### src/pcint_pkg.sv
// pcint_pkg: constants shared by the pin change interrupt design.
// assumes an 8-bit register port with one-cycle read latency.
package pcint_pkg;

    localparam int PORT_W = 8;
    // three full ports plus the single pin of the fifth port
    localparam int PIN_N = 25;
    localparam int SYNC_N = 2;
    localparam int ADDR_W = 4;

    localparam logic [3:0] OFS_RISE_A = 4'h0;
    localparam logic [3:0] OFS_RISE_B = 4'h1;
    localparam logic [3:0] OFS_RISE_C = 4'h2;
    localparam logic [3:0] OFS_RISE_E = 4'h3;
    localparam logic [3:0] OFS_FALL_A = 4'h4;
    localparam logic [3:0] OFS_FALL_B = 4'h5;
    localparam logic [3:0] OFS_FALL_C = 4'h6;
    localparam logic [3:0] OFS_FALL_E = 4'h7;
    localparam logic [3:0] OFS_FLAG_A = 4'h8;
    localparam logic [3:0] OFS_FLAG_B = 4'h9;
    localparam logic [3:0] OFS_FLAG_C = 4'ha;
    localparam logic [3:0] OFS_FLAG_E = 4'hb;
    localparam logic [3:0] OFS_CTRL = 4'hc;
    localparam logic [3:0] OFS_IRQ_ST = 4'hd;
    localparam logic [3:0] OFS_IRQ_MSK = 4'he;

    // bit of the fifth port that carries change detection
    localparam int PORT_E_BIT = 3;
    localparam int CTRL_MASTER_BIT = 0;
    localparam int CTRL_SUMMARY_BIT = 1;
    localparam int EVT_EDGE_BIT = 0;
    localparam int EVT_WAKE_BIT = 1;
    localparam int EVT_W = 2;

    localparam logic [PIN_N-1:0] PIN_RST = 25'h0000000;
    localparam logic [PORT_W-1:0] BYTE_ZERO = 8'h00;
    localparam logic [EVT_W-1:0] EVT_ZERO = 2'h0;

endpackage

### src/pcint_top.sv
// pcint_top: pin change interrupt unit with register port.
// assumes a one-cycle read latency master and pins asynchronous to core_clk.
`timescale 1ns/1ps
`default_nettype none

module pcint_top (
    // clock and reset
    input wire logic core_clk,
    input wire logic arst_n,
    // monitored pins
    input wire logic [7:0] port_a_pins,
    input wire logic [7:0] port_b_pins,
    input wire logic [7:0] port_c_pins,
    input wire logic port_e_pin_three,
    // core sleep state
    input wire logic core_asleep,
    // register port
    input wire logic [3:0] reg_addr,
    input wire logic [7:0] reg_wdata,
    input wire logic reg_wr,
    input wire logic reg_rd,
    output logic [7:0] reg_rdata,
    // requests
    output logic change_irq_summary_flag,
    output logic change_irq_req,
    output logic wake_req,
    output logic irq
);
    typedef struct packed {
        logic [pcint_pkg::PIN_N-1:0] rise_en;
        logic [pcint_pkg::PIN_N-1:0] fall_en;
        logic [pcint_pkg::PIN_N-1:0] flags;
        logic master_en;
        logic summary;
        logic chg_req;
        logic wake;
        logic [pcint_pkg::EVT_W-1:0] evt_st;
        logic [pcint_pkg::EVT_W-1:0] evt_msk;
        logic irq;
        logic [pcint_pkg::PORT_W-1:0] rdata;
        logic [pcint_pkg::SYNC_N:0] settle;
    } pcint_st_t;

    pcint_st_t st_r;
    pcint_st_t st_nxt;
    logic [1:0] rst_sync_r;
    logic rst_n;
    logic [pcint_pkg::PIN_N-1:0] pins;
    logic [pcint_pkg::PIN_N-1:0] hit;

    // reset release through two flops
    always_ff @(posedge core_clk or negedge arst_n) begin
        if (!arst_n) begin
            rst_sync_r <= 2'h0;
        end else begin
            rst_sync_r <= {rst_sync_r[0], 1'b1};
        end
    end
    assign rst_n = rst_sync_r[1];

    // only the documented pins are wired to detectors
    assign pins = {port_e_pin_three, port_c_pins, port_b_pins,
                   port_a_pins};

    genvar g;
    generate
        for (g = 0; g < pcint_pkg::PIN_N; g++) begin : g_pin
            pcint_edge u_edge (
                .clk(core_clk),
                .rst_n(rst_n),
                .pin(pins[g]),
                .rise_en(st_r.rise_en[g]),
                .fall_en(st_r.fall_en[g]),
                .edge_hit(hit[g])
            );
        end
    endgenerate

    function automatic logic [pcint_pkg::PIN_N-1:0] put_byte(
        input logic [pcint_pkg::PIN_N-1:0] cur,
        input logic [3:0] idx,
        input logic [pcint_pkg::PORT_W-1:0] val
    );
        logic [pcint_pkg::PIN_N-1:0] res;
        res = cur;
        case (idx)
            4'h0: res[7:0] = val;
            4'h1: res[15:8] = val;
            4'h2: res[23:16] = val;
            default: res[24] = val[pcint_pkg::PORT_E_BIT];
        endcase
        return res;
    endfunction

    function automatic logic [pcint_pkg::PORT_W-1:0] get_byte(
        input logic [pcint_pkg::PIN_N-1:0] cur,
        input logic [3:0] idx
    );
        logic [pcint_pkg::PORT_W-1:0] res;
        res = pcint_pkg::BYTE_ZERO;
        case (idx)
            4'h0: res = cur[7:0];
            4'h1: res = cur[15:8];
            4'h2: res = cur[23:16];
            default: res[pcint_pkg::PORT_E_BIT] = cur[24];
        endcase
        return res;
    endfunction

    logic [3:0] sub;
    logic [pcint_pkg::PIN_N-1:0] flags_wr;
    logic [pcint_pkg::PIN_N-1:0] flags_new;
    logic [pcint_pkg::PIN_N-1:0] hit_ok;
    logic [pcint_pkg::EVT_W-1:0] evt;
    logic summary_new;
    logic any_hit;
    logic settled;
    // one write strobe per register group
    logic wr_rise;
    logic wr_fall;
    logic wr_flag;
    logic wr_ctrl;
    logic wr_evt;
    logic wr_msk;

    assign sub = {2'h0, reg_addr[1:0]};

    // no edges until the sample history is filled after reset,
    // otherwise a pin idling high would look like a rising edge
    assign settled = st_r.settle[pcint_pkg::SYNC_N];
    assign hit_ok = hit & {pcint_pkg::PIN_N{settled}};
    assign any_hit = |hit_ok;

    // port registers take four indices each
    assign wr_rise = reg_wr && (reg_addr == pcint_pkg::OFS_RISE_A ||
                                reg_addr == pcint_pkg::OFS_RISE_B ||
                                reg_addr == pcint_pkg::OFS_RISE_C ||
                                reg_addr == pcint_pkg::OFS_RISE_E);
    assign wr_fall = reg_wr && (reg_addr == pcint_pkg::OFS_FALL_A ||
                                reg_addr == pcint_pkg::OFS_FALL_B ||
                                reg_addr == pcint_pkg::OFS_FALL_C ||
                                reg_addr == pcint_pkg::OFS_FALL_E);
    assign wr_flag = reg_wr && (reg_addr == pcint_pkg::OFS_FLAG_A ||
                                reg_addr == pcint_pkg::OFS_FLAG_B ||
                                reg_addr == pcint_pkg::OFS_FLAG_C ||
                                reg_addr == pcint_pkg::OFS_FLAG_E);
    assign wr_ctrl = reg_wr && (reg_addr == pcint_pkg::OFS_CTRL);
    assign wr_evt = reg_wr && (reg_addr == pcint_pkg::OFS_IRQ_ST);
    assign wr_msk = reg_wr && (reg_addr == pcint_pkg::OFS_IRQ_MSK);

    // read multiplexer, unmapped indices read zero
    function automatic logic [pcint_pkg::PORT_W-1:0] read_value(
        input pcint_st_t cur,
        input logic [3:0] addr
    );
        logic [pcint_pkg::PORT_W-1:0] res;
        logic [3:0] idx;
        res = pcint_pkg::BYTE_ZERO;
        idx = {2'h0, addr[1:0]};
        case (addr)
            pcint_pkg::OFS_RISE_A: begin
                res = get_byte(cur.rise_en, idx);
            end
            pcint_pkg::OFS_RISE_B: begin
                res = get_byte(cur.rise_en, idx);
            end
            pcint_pkg::OFS_RISE_C: begin
                res = get_byte(cur.rise_en, idx);
            end
            pcint_pkg::OFS_RISE_E: begin
                res = get_byte(cur.rise_en, idx);
            end
            pcint_pkg::OFS_FALL_A: begin
                res = get_byte(cur.fall_en, idx);
            end
            pcint_pkg::OFS_FALL_B: begin
                res = get_byte(cur.fall_en, idx);
            end
            pcint_pkg::OFS_FALL_C: begin
                res = get_byte(cur.fall_en, idx);
            end
            pcint_pkg::OFS_FALL_E: begin
                res = get_byte(cur.fall_en, idx);
            end
            pcint_pkg::OFS_FLAG_A: begin
                res = get_byte(cur.flags, idx);
            end
            pcint_pkg::OFS_FLAG_B: begin
                res = get_byte(cur.flags, idx);
            end
            pcint_pkg::OFS_FLAG_C: begin
                res = get_byte(cur.flags, idx);
            end
            pcint_pkg::OFS_FLAG_E: begin
                res = get_byte(cur.flags, idx);
            end
            pcint_pkg::OFS_CTRL: begin
                res[pcint_pkg::CTRL_MASTER_BIT] = cur.master_en;
                res[pcint_pkg::CTRL_SUMMARY_BIT] = cur.summary;
            end
            pcint_pkg::OFS_IRQ_ST: begin
                res[pcint_pkg::EVT_W-1:0] = cur.evt_st;
            end
            pcint_pkg::OFS_IRQ_MSK: begin
                res[pcint_pkg::EVT_W-1:0] = cur.evt_msk;
            end
            default: begin
                res = pcint_pkg::BYTE_ZERO;
            end
        endcase
        return res;
    endfunction

    always_comb begin
        st_nxt = st_r;
        st_nxt.settle = {st_r.settle[pcint_pkg::SYNC_N-1:0], 1'b1};
        flags_wr = st_r.flags;
        // writing zero clears a flag; writing one keeps it
        if (wr_flag) begin
            flags_wr = put_byte(st_r.flags, sub,
                get_byte(st_r.flags, sub) & reg_wdata);
        end
        // a new edge wins over a clearing write
        flags_new = flags_wr | hit_ok;
        st_nxt.flags = flags_new;
        summary_new = |flags_new;
        st_nxt.summary = summary_new;
        if (wr_rise) begin
            st_nxt.rise_en = put_byte(st_r.rise_en, sub,
                                      reg_wdata);
        end
        if (wr_fall) begin
            st_nxt.fall_en = put_byte(st_r.fall_en, sub,
                                      reg_wdata);
        end
        if (wr_ctrl) begin
            st_nxt.master_en = reg_wdata[pcint_pkg::CTRL_MASTER_BIT];
        end
        if (wr_msk) begin
            st_nxt.evt_msk = reg_wdata[pcint_pkg::EVT_W-1:0];
        end
        // request gated by master enable
        st_nxt.chg_req = summary_new & st_nxt.master_en;
        // wake only after flags are already registered
        st_nxt.wake = st_r.summary & st_r.master_en
                      & core_asleep;
        // sticky event bits, set beats write-one clear
        evt = pcint_pkg::EVT_ZERO;
        evt[pcint_pkg::EVT_EDGE_BIT] = any_hit;
        evt[pcint_pkg::EVT_WAKE_BIT] = st_nxt.wake & ~st_r.wake;
        if (wr_evt) begin
            st_nxt.evt_st = (st_r.evt_st &
                ~reg_wdata[pcint_pkg::EVT_W-1:0]) | evt;
        end else begin
            st_nxt.evt_st = st_r.evt_st | evt;
        end
        st_nxt.irq = |(st_nxt.evt_st & st_nxt.evt_msk);
        // read data stand one cycle after the strobe only
        st_nxt.rdata = pcint_pkg::BYTE_ZERO;
        if (reg_rd) begin
            st_nxt.rdata = read_value(st_r, reg_addr);
        end
    end

    always_ff @(posedge core_clk or negedge rst_n) begin
        if (!rst_n) begin
            st_r <= '0;
        end else begin
            st_r <= st_nxt;
        end
    end

    assign reg_rdata = st_r.rdata;
    assign change_irq_summary_flag = st_r.summary;
    assign change_irq_req = st_r.chg_req;
    assign wake_req = st_r.wake;
    assign irq = st_r.irq;
endmodule
`default_nettype wire

### src/pcint_edge.sv
// pcint_edge: synchroniser and two-way edge detector for one pin.
// assumes pin is an asynchronous level; rst_n is already synchronised.
`timescale 1ns/1ps
`default_nettype none
module pcint_edge (
    // clock and reset
    input wire logic clk,
    input wire logic rst_n,
    // pin and enables
    input wire logic pin,
    input wire logic rise_en,
    input wire logic fall_en,
    // detected enabled edge
    output logic edge_hit
);
    typedef struct packed {
        logic meta;
        logic sync;
        logic prev;
    } pcint_edge_st_t;

    pcint_edge_st_t st_r;
    pcint_edge_st_t st_nxt;
    logic rising;
    logic falling;

    always_comb begin
        st_nxt = st_r;
        st_nxt.meta = pin;
        st_nxt.sync = st_r.meta;
        st_nxt.prev = st_r.sync;
    end

    always_ff @(posedge clk or negedge rst_n) begin
        if (!rst_n) begin
            st_r <= '0;
        end else begin
            st_r <= st_nxt;
        end
    end

    // compare two successive synchronised samples
    assign rising = st_r.sync & ~st_r.prev;
    assign falling = ~st_r.sync & st_r.prev;
    // either or both directions per pin
    assign edge_hit = (rising & rise_en) | (falling & fall_en);
endmodule
`default_nettype wire

### config.mk
export PLATFORM = sky130hd
export DESIGN_NAME = pcint_top
export DESIGN_NICKNAME = d
export VERILOG_FILES = /design/src/pcint_pkg.sv /design/src/pcint_top.sv /design/src/pcint_edge.sv
export SDC_FILE = /design/constraint.sdc
export NUM_CORES = 1
export LEC_CHECK = 0
export BUFFER_PORTS_ARGS = -buffer_cell sky130_fd_sc_hd__buf_2
export CAP_MARGIN = 0
export CELL_PAD_IN_SITES_DETAIL_PLACEMENT = 1
export CELL_PAD_IN_SITES_GLOBAL_PLACEMENT = 2
export CORE_UTILIZATION = 36
export CTS_CLUSTER_SIZE = 25
export DETAILED_ROUTE_END_ITERATION = 8
export HOLD_SLACK_MARGIN = 0.05
export PLACE_DENSITY = 0.76
export SETUP_SLACK_MARGIN = 0.02
export SYNTH_ARGS = -nofsm -noshare
export SYNTH_HDL_FRONTEND = slang
export SYNTH_HIERARCHICAL = 1
export SYNTH_SLANG_ARGS = --single-unit
### constraint.sdc
create_clock -name core_clk -period 5 [get_ports core_clk]
set_input_delay 0.25 -clock core_clk [delete_from_list [all_inputs] [get_ports core_clk]]
set_output_delay 0.25 -clock core_clk [all_outputs]
set_load 0.02 [all_outputs]
==> impl_metrics.json <==
{
  "clk_pin_slew_worst_setup_hold_paths_ns": 0.06,
  "ir_drop_mv": 0.2048,
  "tightest_slew_margin_relative_to_the_limit_pct": 35.05,
  "worst-slew-pin-transition_ns": 0.9742,
  "report.final.hold_viol_count": 0,
  "routability_cong": 0.8193,
  "drcViolationCount": 0,
  "worst_ep_arrival_time_ns": 2.80,
  "via_count": 4993,
  "layoutNonFillerInstCount": 948,
  "place.detailed.hpwl_mm": 12.90,
  "clock_sinks": 172,
  "max_freq_mhz": 402.6,
  "synth-edff-count": 0,
  "tritoncts": "built",
  "drt_pre_antenna_iters": 5,
  "gr-usage-met1_pct": 28.36,
  "die_area_um2": 20180,
  "crit_chain": "nand3b_1 -> o21ai_2 -> or4_1 -> nor4_1 -> nand4_1 -> a22o_1 -> a22o_1",
  "wire_per_inst_um": 19.86,
  "coreArea_um2": 18960,
  "postSynthAreaPerCell_um2": 11.61,
  "die_y_um": 142.0,
  "ys_async_sr_fraction_pct": 100.0,
  "worst_ep_required_time_ns": 5.32,
  "cts_bufs_inserted": 17,
  "area_growth_pct": 18.73,
  "rsz_0062_raised_after_global_routing": "no",
  "gr-usage-all-layers_pct": 20.09,
  "critPathSlowestCell": "or4_1",
  "number_of_levels_in_the_clock_h_tree": 4,
  "cell_variety_after_synth": 46,
  "globalRoute.totalOverflow": 0,
  "grt_use_met3_pct": 3.970,
  "initial_core_util_pct": 37.25,
  "synth_top_flop_cell": "dfrtp_1",
  "total_power_w": 0.003662,
  "grt_most_used_layer": "met2",
  "synthesis.area_um2": 7061,
  "grt_antenna_before_repair": 0,
  "pin_count_of_the_biggest_net_entering_global_routing": 171,
  "fin_worst_skew_ns": 0.008336,
  "drt-vias-per-instance": 5.267,
  "setup-tns-final_ns": 0,
  "final-setup-viol-count": 0,
  "post_route_cells_drive_above_1_share_pct": 20.93,
  "worst_path_most_repeated_cell": "a22o_1",
  "worst-setup-path-type": "flip-flop to flip-flop",
  "drtAntennaViolNets": 0,
  "first_pass_grt_wire_length_mm": 29.99,
  "die_w_um": 142.0,
  "slew_viol_final": 0,
  "cap_viol_max_count": 0,
  "static-leakage-power_nw": 3.576,
  "outcome": "finished, final reports clean",
  "met2_usage_pct": 30.52,
  "ctsRootBufferMaster": "clkbuf_16",
  "total_non_filler_cell_area_in_the_finished_layout_um2": 8383,
  "synth.top_cell.area_share_pct": 60.96,
  "final_min_period_over_clock_period_pct": 49.68,
  "hold_path.class": "primary input to flip-flop",
  "cellPowerDensity_nw_per_um2": 436.8,
  "clock_tree.buffer_depth": 2,
  "start_kind": "flip-flop",
  "fin_crit_ns": 2.484,
  "number_of_global_route_vias_before_repair": 5181,
  "initialDrtViolationCount": 417,
  "timing.critical_path.slowest_cell_delay_ns": 0.54,
  "clock_insertion_delay_worst_skew_ns": 0.43,
  "io_pins": 54,
  "count_of_mapped_cells_out_of_synthesis": 608,
  "ys_seq_area_share_pct": 60.96,
  "finalWirelength_mm": 18.83,
  "dpl.cell_count": 889,
  "n_antenna_cell": 0,
  "placementRows": 50,
  "finish.utilization_pct": 44.22,
  "critical_path.endpoint_type": "flip-flop",
  "final_nets": 717,
  "synth_warnings": 6,
  "placement.cell_area_um2": 7501,
  "synth_seq_cells": 172,
  "place.port_buffers": 53,
  "cell_taking_the_most_area_after_synthesis": "dfrtp_1",
  "yosys-top-cells-area": "dfrtp_1 61%, nand2_1 5.1%, mux2_2 3.7%",
  "critical_path_peak_fanout": 3
}
[registers in the layout, summed over array words and instances, names as in the netlist]
name and cells:
wake_req 1, change_irq_summary_flag 1, rst_sync_r 2, g_pin.u_edge/st_nxt 50, st_nxt 2, irq 1
reg_rdata 8, st_r 80, g_pin.u_edge/st_r 25, settled 1, change_irq_req 1
[cell type report]
| cell class | instances | area [um2] |
|---|---|---|
| inverter | 9 | 33.78 |
| clock buffer | 23 | 478.0 |
| tap | 260 | 325.3 |
| timing repair buffer | 83 | 570.5 |
| sequential | 172 | 4308 |
| multi-input combinational | 392 | 2534 |
| clock inverter | 9 | 133.9 |
| fill | 2045 | 10570 |
[layer usage]
layer  vias to the layer above  wire length (um)
met4                         0               393
met3                        29               866
met1                      2552              8879
met2                       131              8689
li1                       2281                 -
met5                         -                 0
[per-stage QoR]
step           worst slack, ns  hold slack [ns]
5_1_grt                  2.419           0.1154
4_1_cts                  2.567          0.09202
3_5_place_dp             2.203          0.03627
3_3_place_gp             2.269          0.03429
6_report                 2.516           0.1008
2_1_floorplan            2.157         -0.04559
[path summary, 6_finish.rpt]
kind | startpoint | end | slack (ns) | depth (start not counted)
setup / recovery | g_pin[5].u_edge/st_nxt[0] | irq | 2.52 | 7
hold / removal | core_asleep | wake_req | 0.10 | 2
setup reg to reg | g_pin[5].u_edge/st_nxt[0] | irq | 2.52 | 7
hold reg to reg | st_nxt[1] | st_nxt[2] | 0.35 | 0
max in group asynchronous | rst_sync_r[1] | st_r[85] | 3.77 | 1
min in group asynchronous | arst_n | rst_sync_r[1] | 0.13 | 2
[worst max-delay path: cells and delay by family, from the launching register on]
kind / cells / cell delay, ns
AOI/OAI and AO/OA: 3 / 0.61
DFF: 1 / 0.41
and+or+nand+nor: 4 / 1.35
[cells in the mapped netlist, drive strengths merged, types with 2 or more instances]
library cell  number
a211oi            10
a21oi             16
a22o               3
and3               2
buf               23
clkbuf            13
dfrtp            172
inv                9
mux2              24
mux2i             25
mux4               5
nand2             95
nand2b             3
nand3              4
nand3b            33
nand4              2
nor2              41
nor2b              2
nor3               3
nor4               8
o211ai             5
o21a               6
o21ai             73
o311ai            12
o31ai              6
or2                2
[power breakdown]
part | internal [W] | leakage [nW] | switching (W)
Clock | 0.000829 | 0.298 | 0.000547
Sequential | 0.00159 | 2.02 | 0.000147
Combinational | 0.000229 | 1.25 | 0.000323
Total | 0.00264 | 3.58 | 0.00102
[timing repair]
| action | in CTS | in global routing |
|---|---|---|
| resized for setup | 0 | 0 |
| hold buffers | 27 | 0 |
| endpoints found under the hold margin | 28 | 0 |
| endpoints found under the setup margin | 0 | 0 |
| setup buffers | 0 | 0 |
[kinds of logic after synthesis]
group / after synthesis / synth area share [%]
and+or+nand+nor: 201 / 13.73
AOI/OAI and AO/OA: 135 / 13.08
other: 1 / 0.05311
muxes: 54 / 8.967
DFF: 172 / 60.96
buffers and inverters: 45 / 3.207
[cell usage in the layout (no fill, tap or decap), types with 2 or more instances in the layout]
| cell type | count |
|---|---|
| dfrtp_1 | 171 |
| nand2_1 | 95 |
| buf_2 | 53 |
| nor2_1 | 40 |
| o21ai_0 | 36 |
| nand3b_1 | 33 |
| dlygate4sd3_1 | 27 |
| mux2i_1 | 25 |
| o21ai_2 | 25 |
| mux2_2 | 23 |
| clkbuf_16 | 17 |
| a21oi_1 | 16 |
| o21ai_1 | 12 |
| a211oi_1 | 10 |
| o311ai_1 | 10 |
| inv_1 | 9 |
| nor4_1 | 8 |
| o21a_1 | 6 |
| o31ai_1 | 6 |
| mux4_2 | 5 |
| o211ai_1 | 5 |
| nand3_1 | 4 |
| nor3_1 | 3 |
| a22o_1 | 3 |
| clkbuf_8 | 3 |
| bufinv_16 | 3 |
| clkbuf_1 | 3 |
| nor2b_1 | 2 |
| nand4_1 | 2 |
| or2_1 | 2 |
| o311ai_2 | 2 |
| and3_1 | 2 |
| nand2b_1 | 2 |
| clkinv_2 | 2 |
| inv_6 | 2 |
| buf_4 | 2 |
| conb_1 | 2 |
No activity file was read; power rests on OpenSTA's default activity.
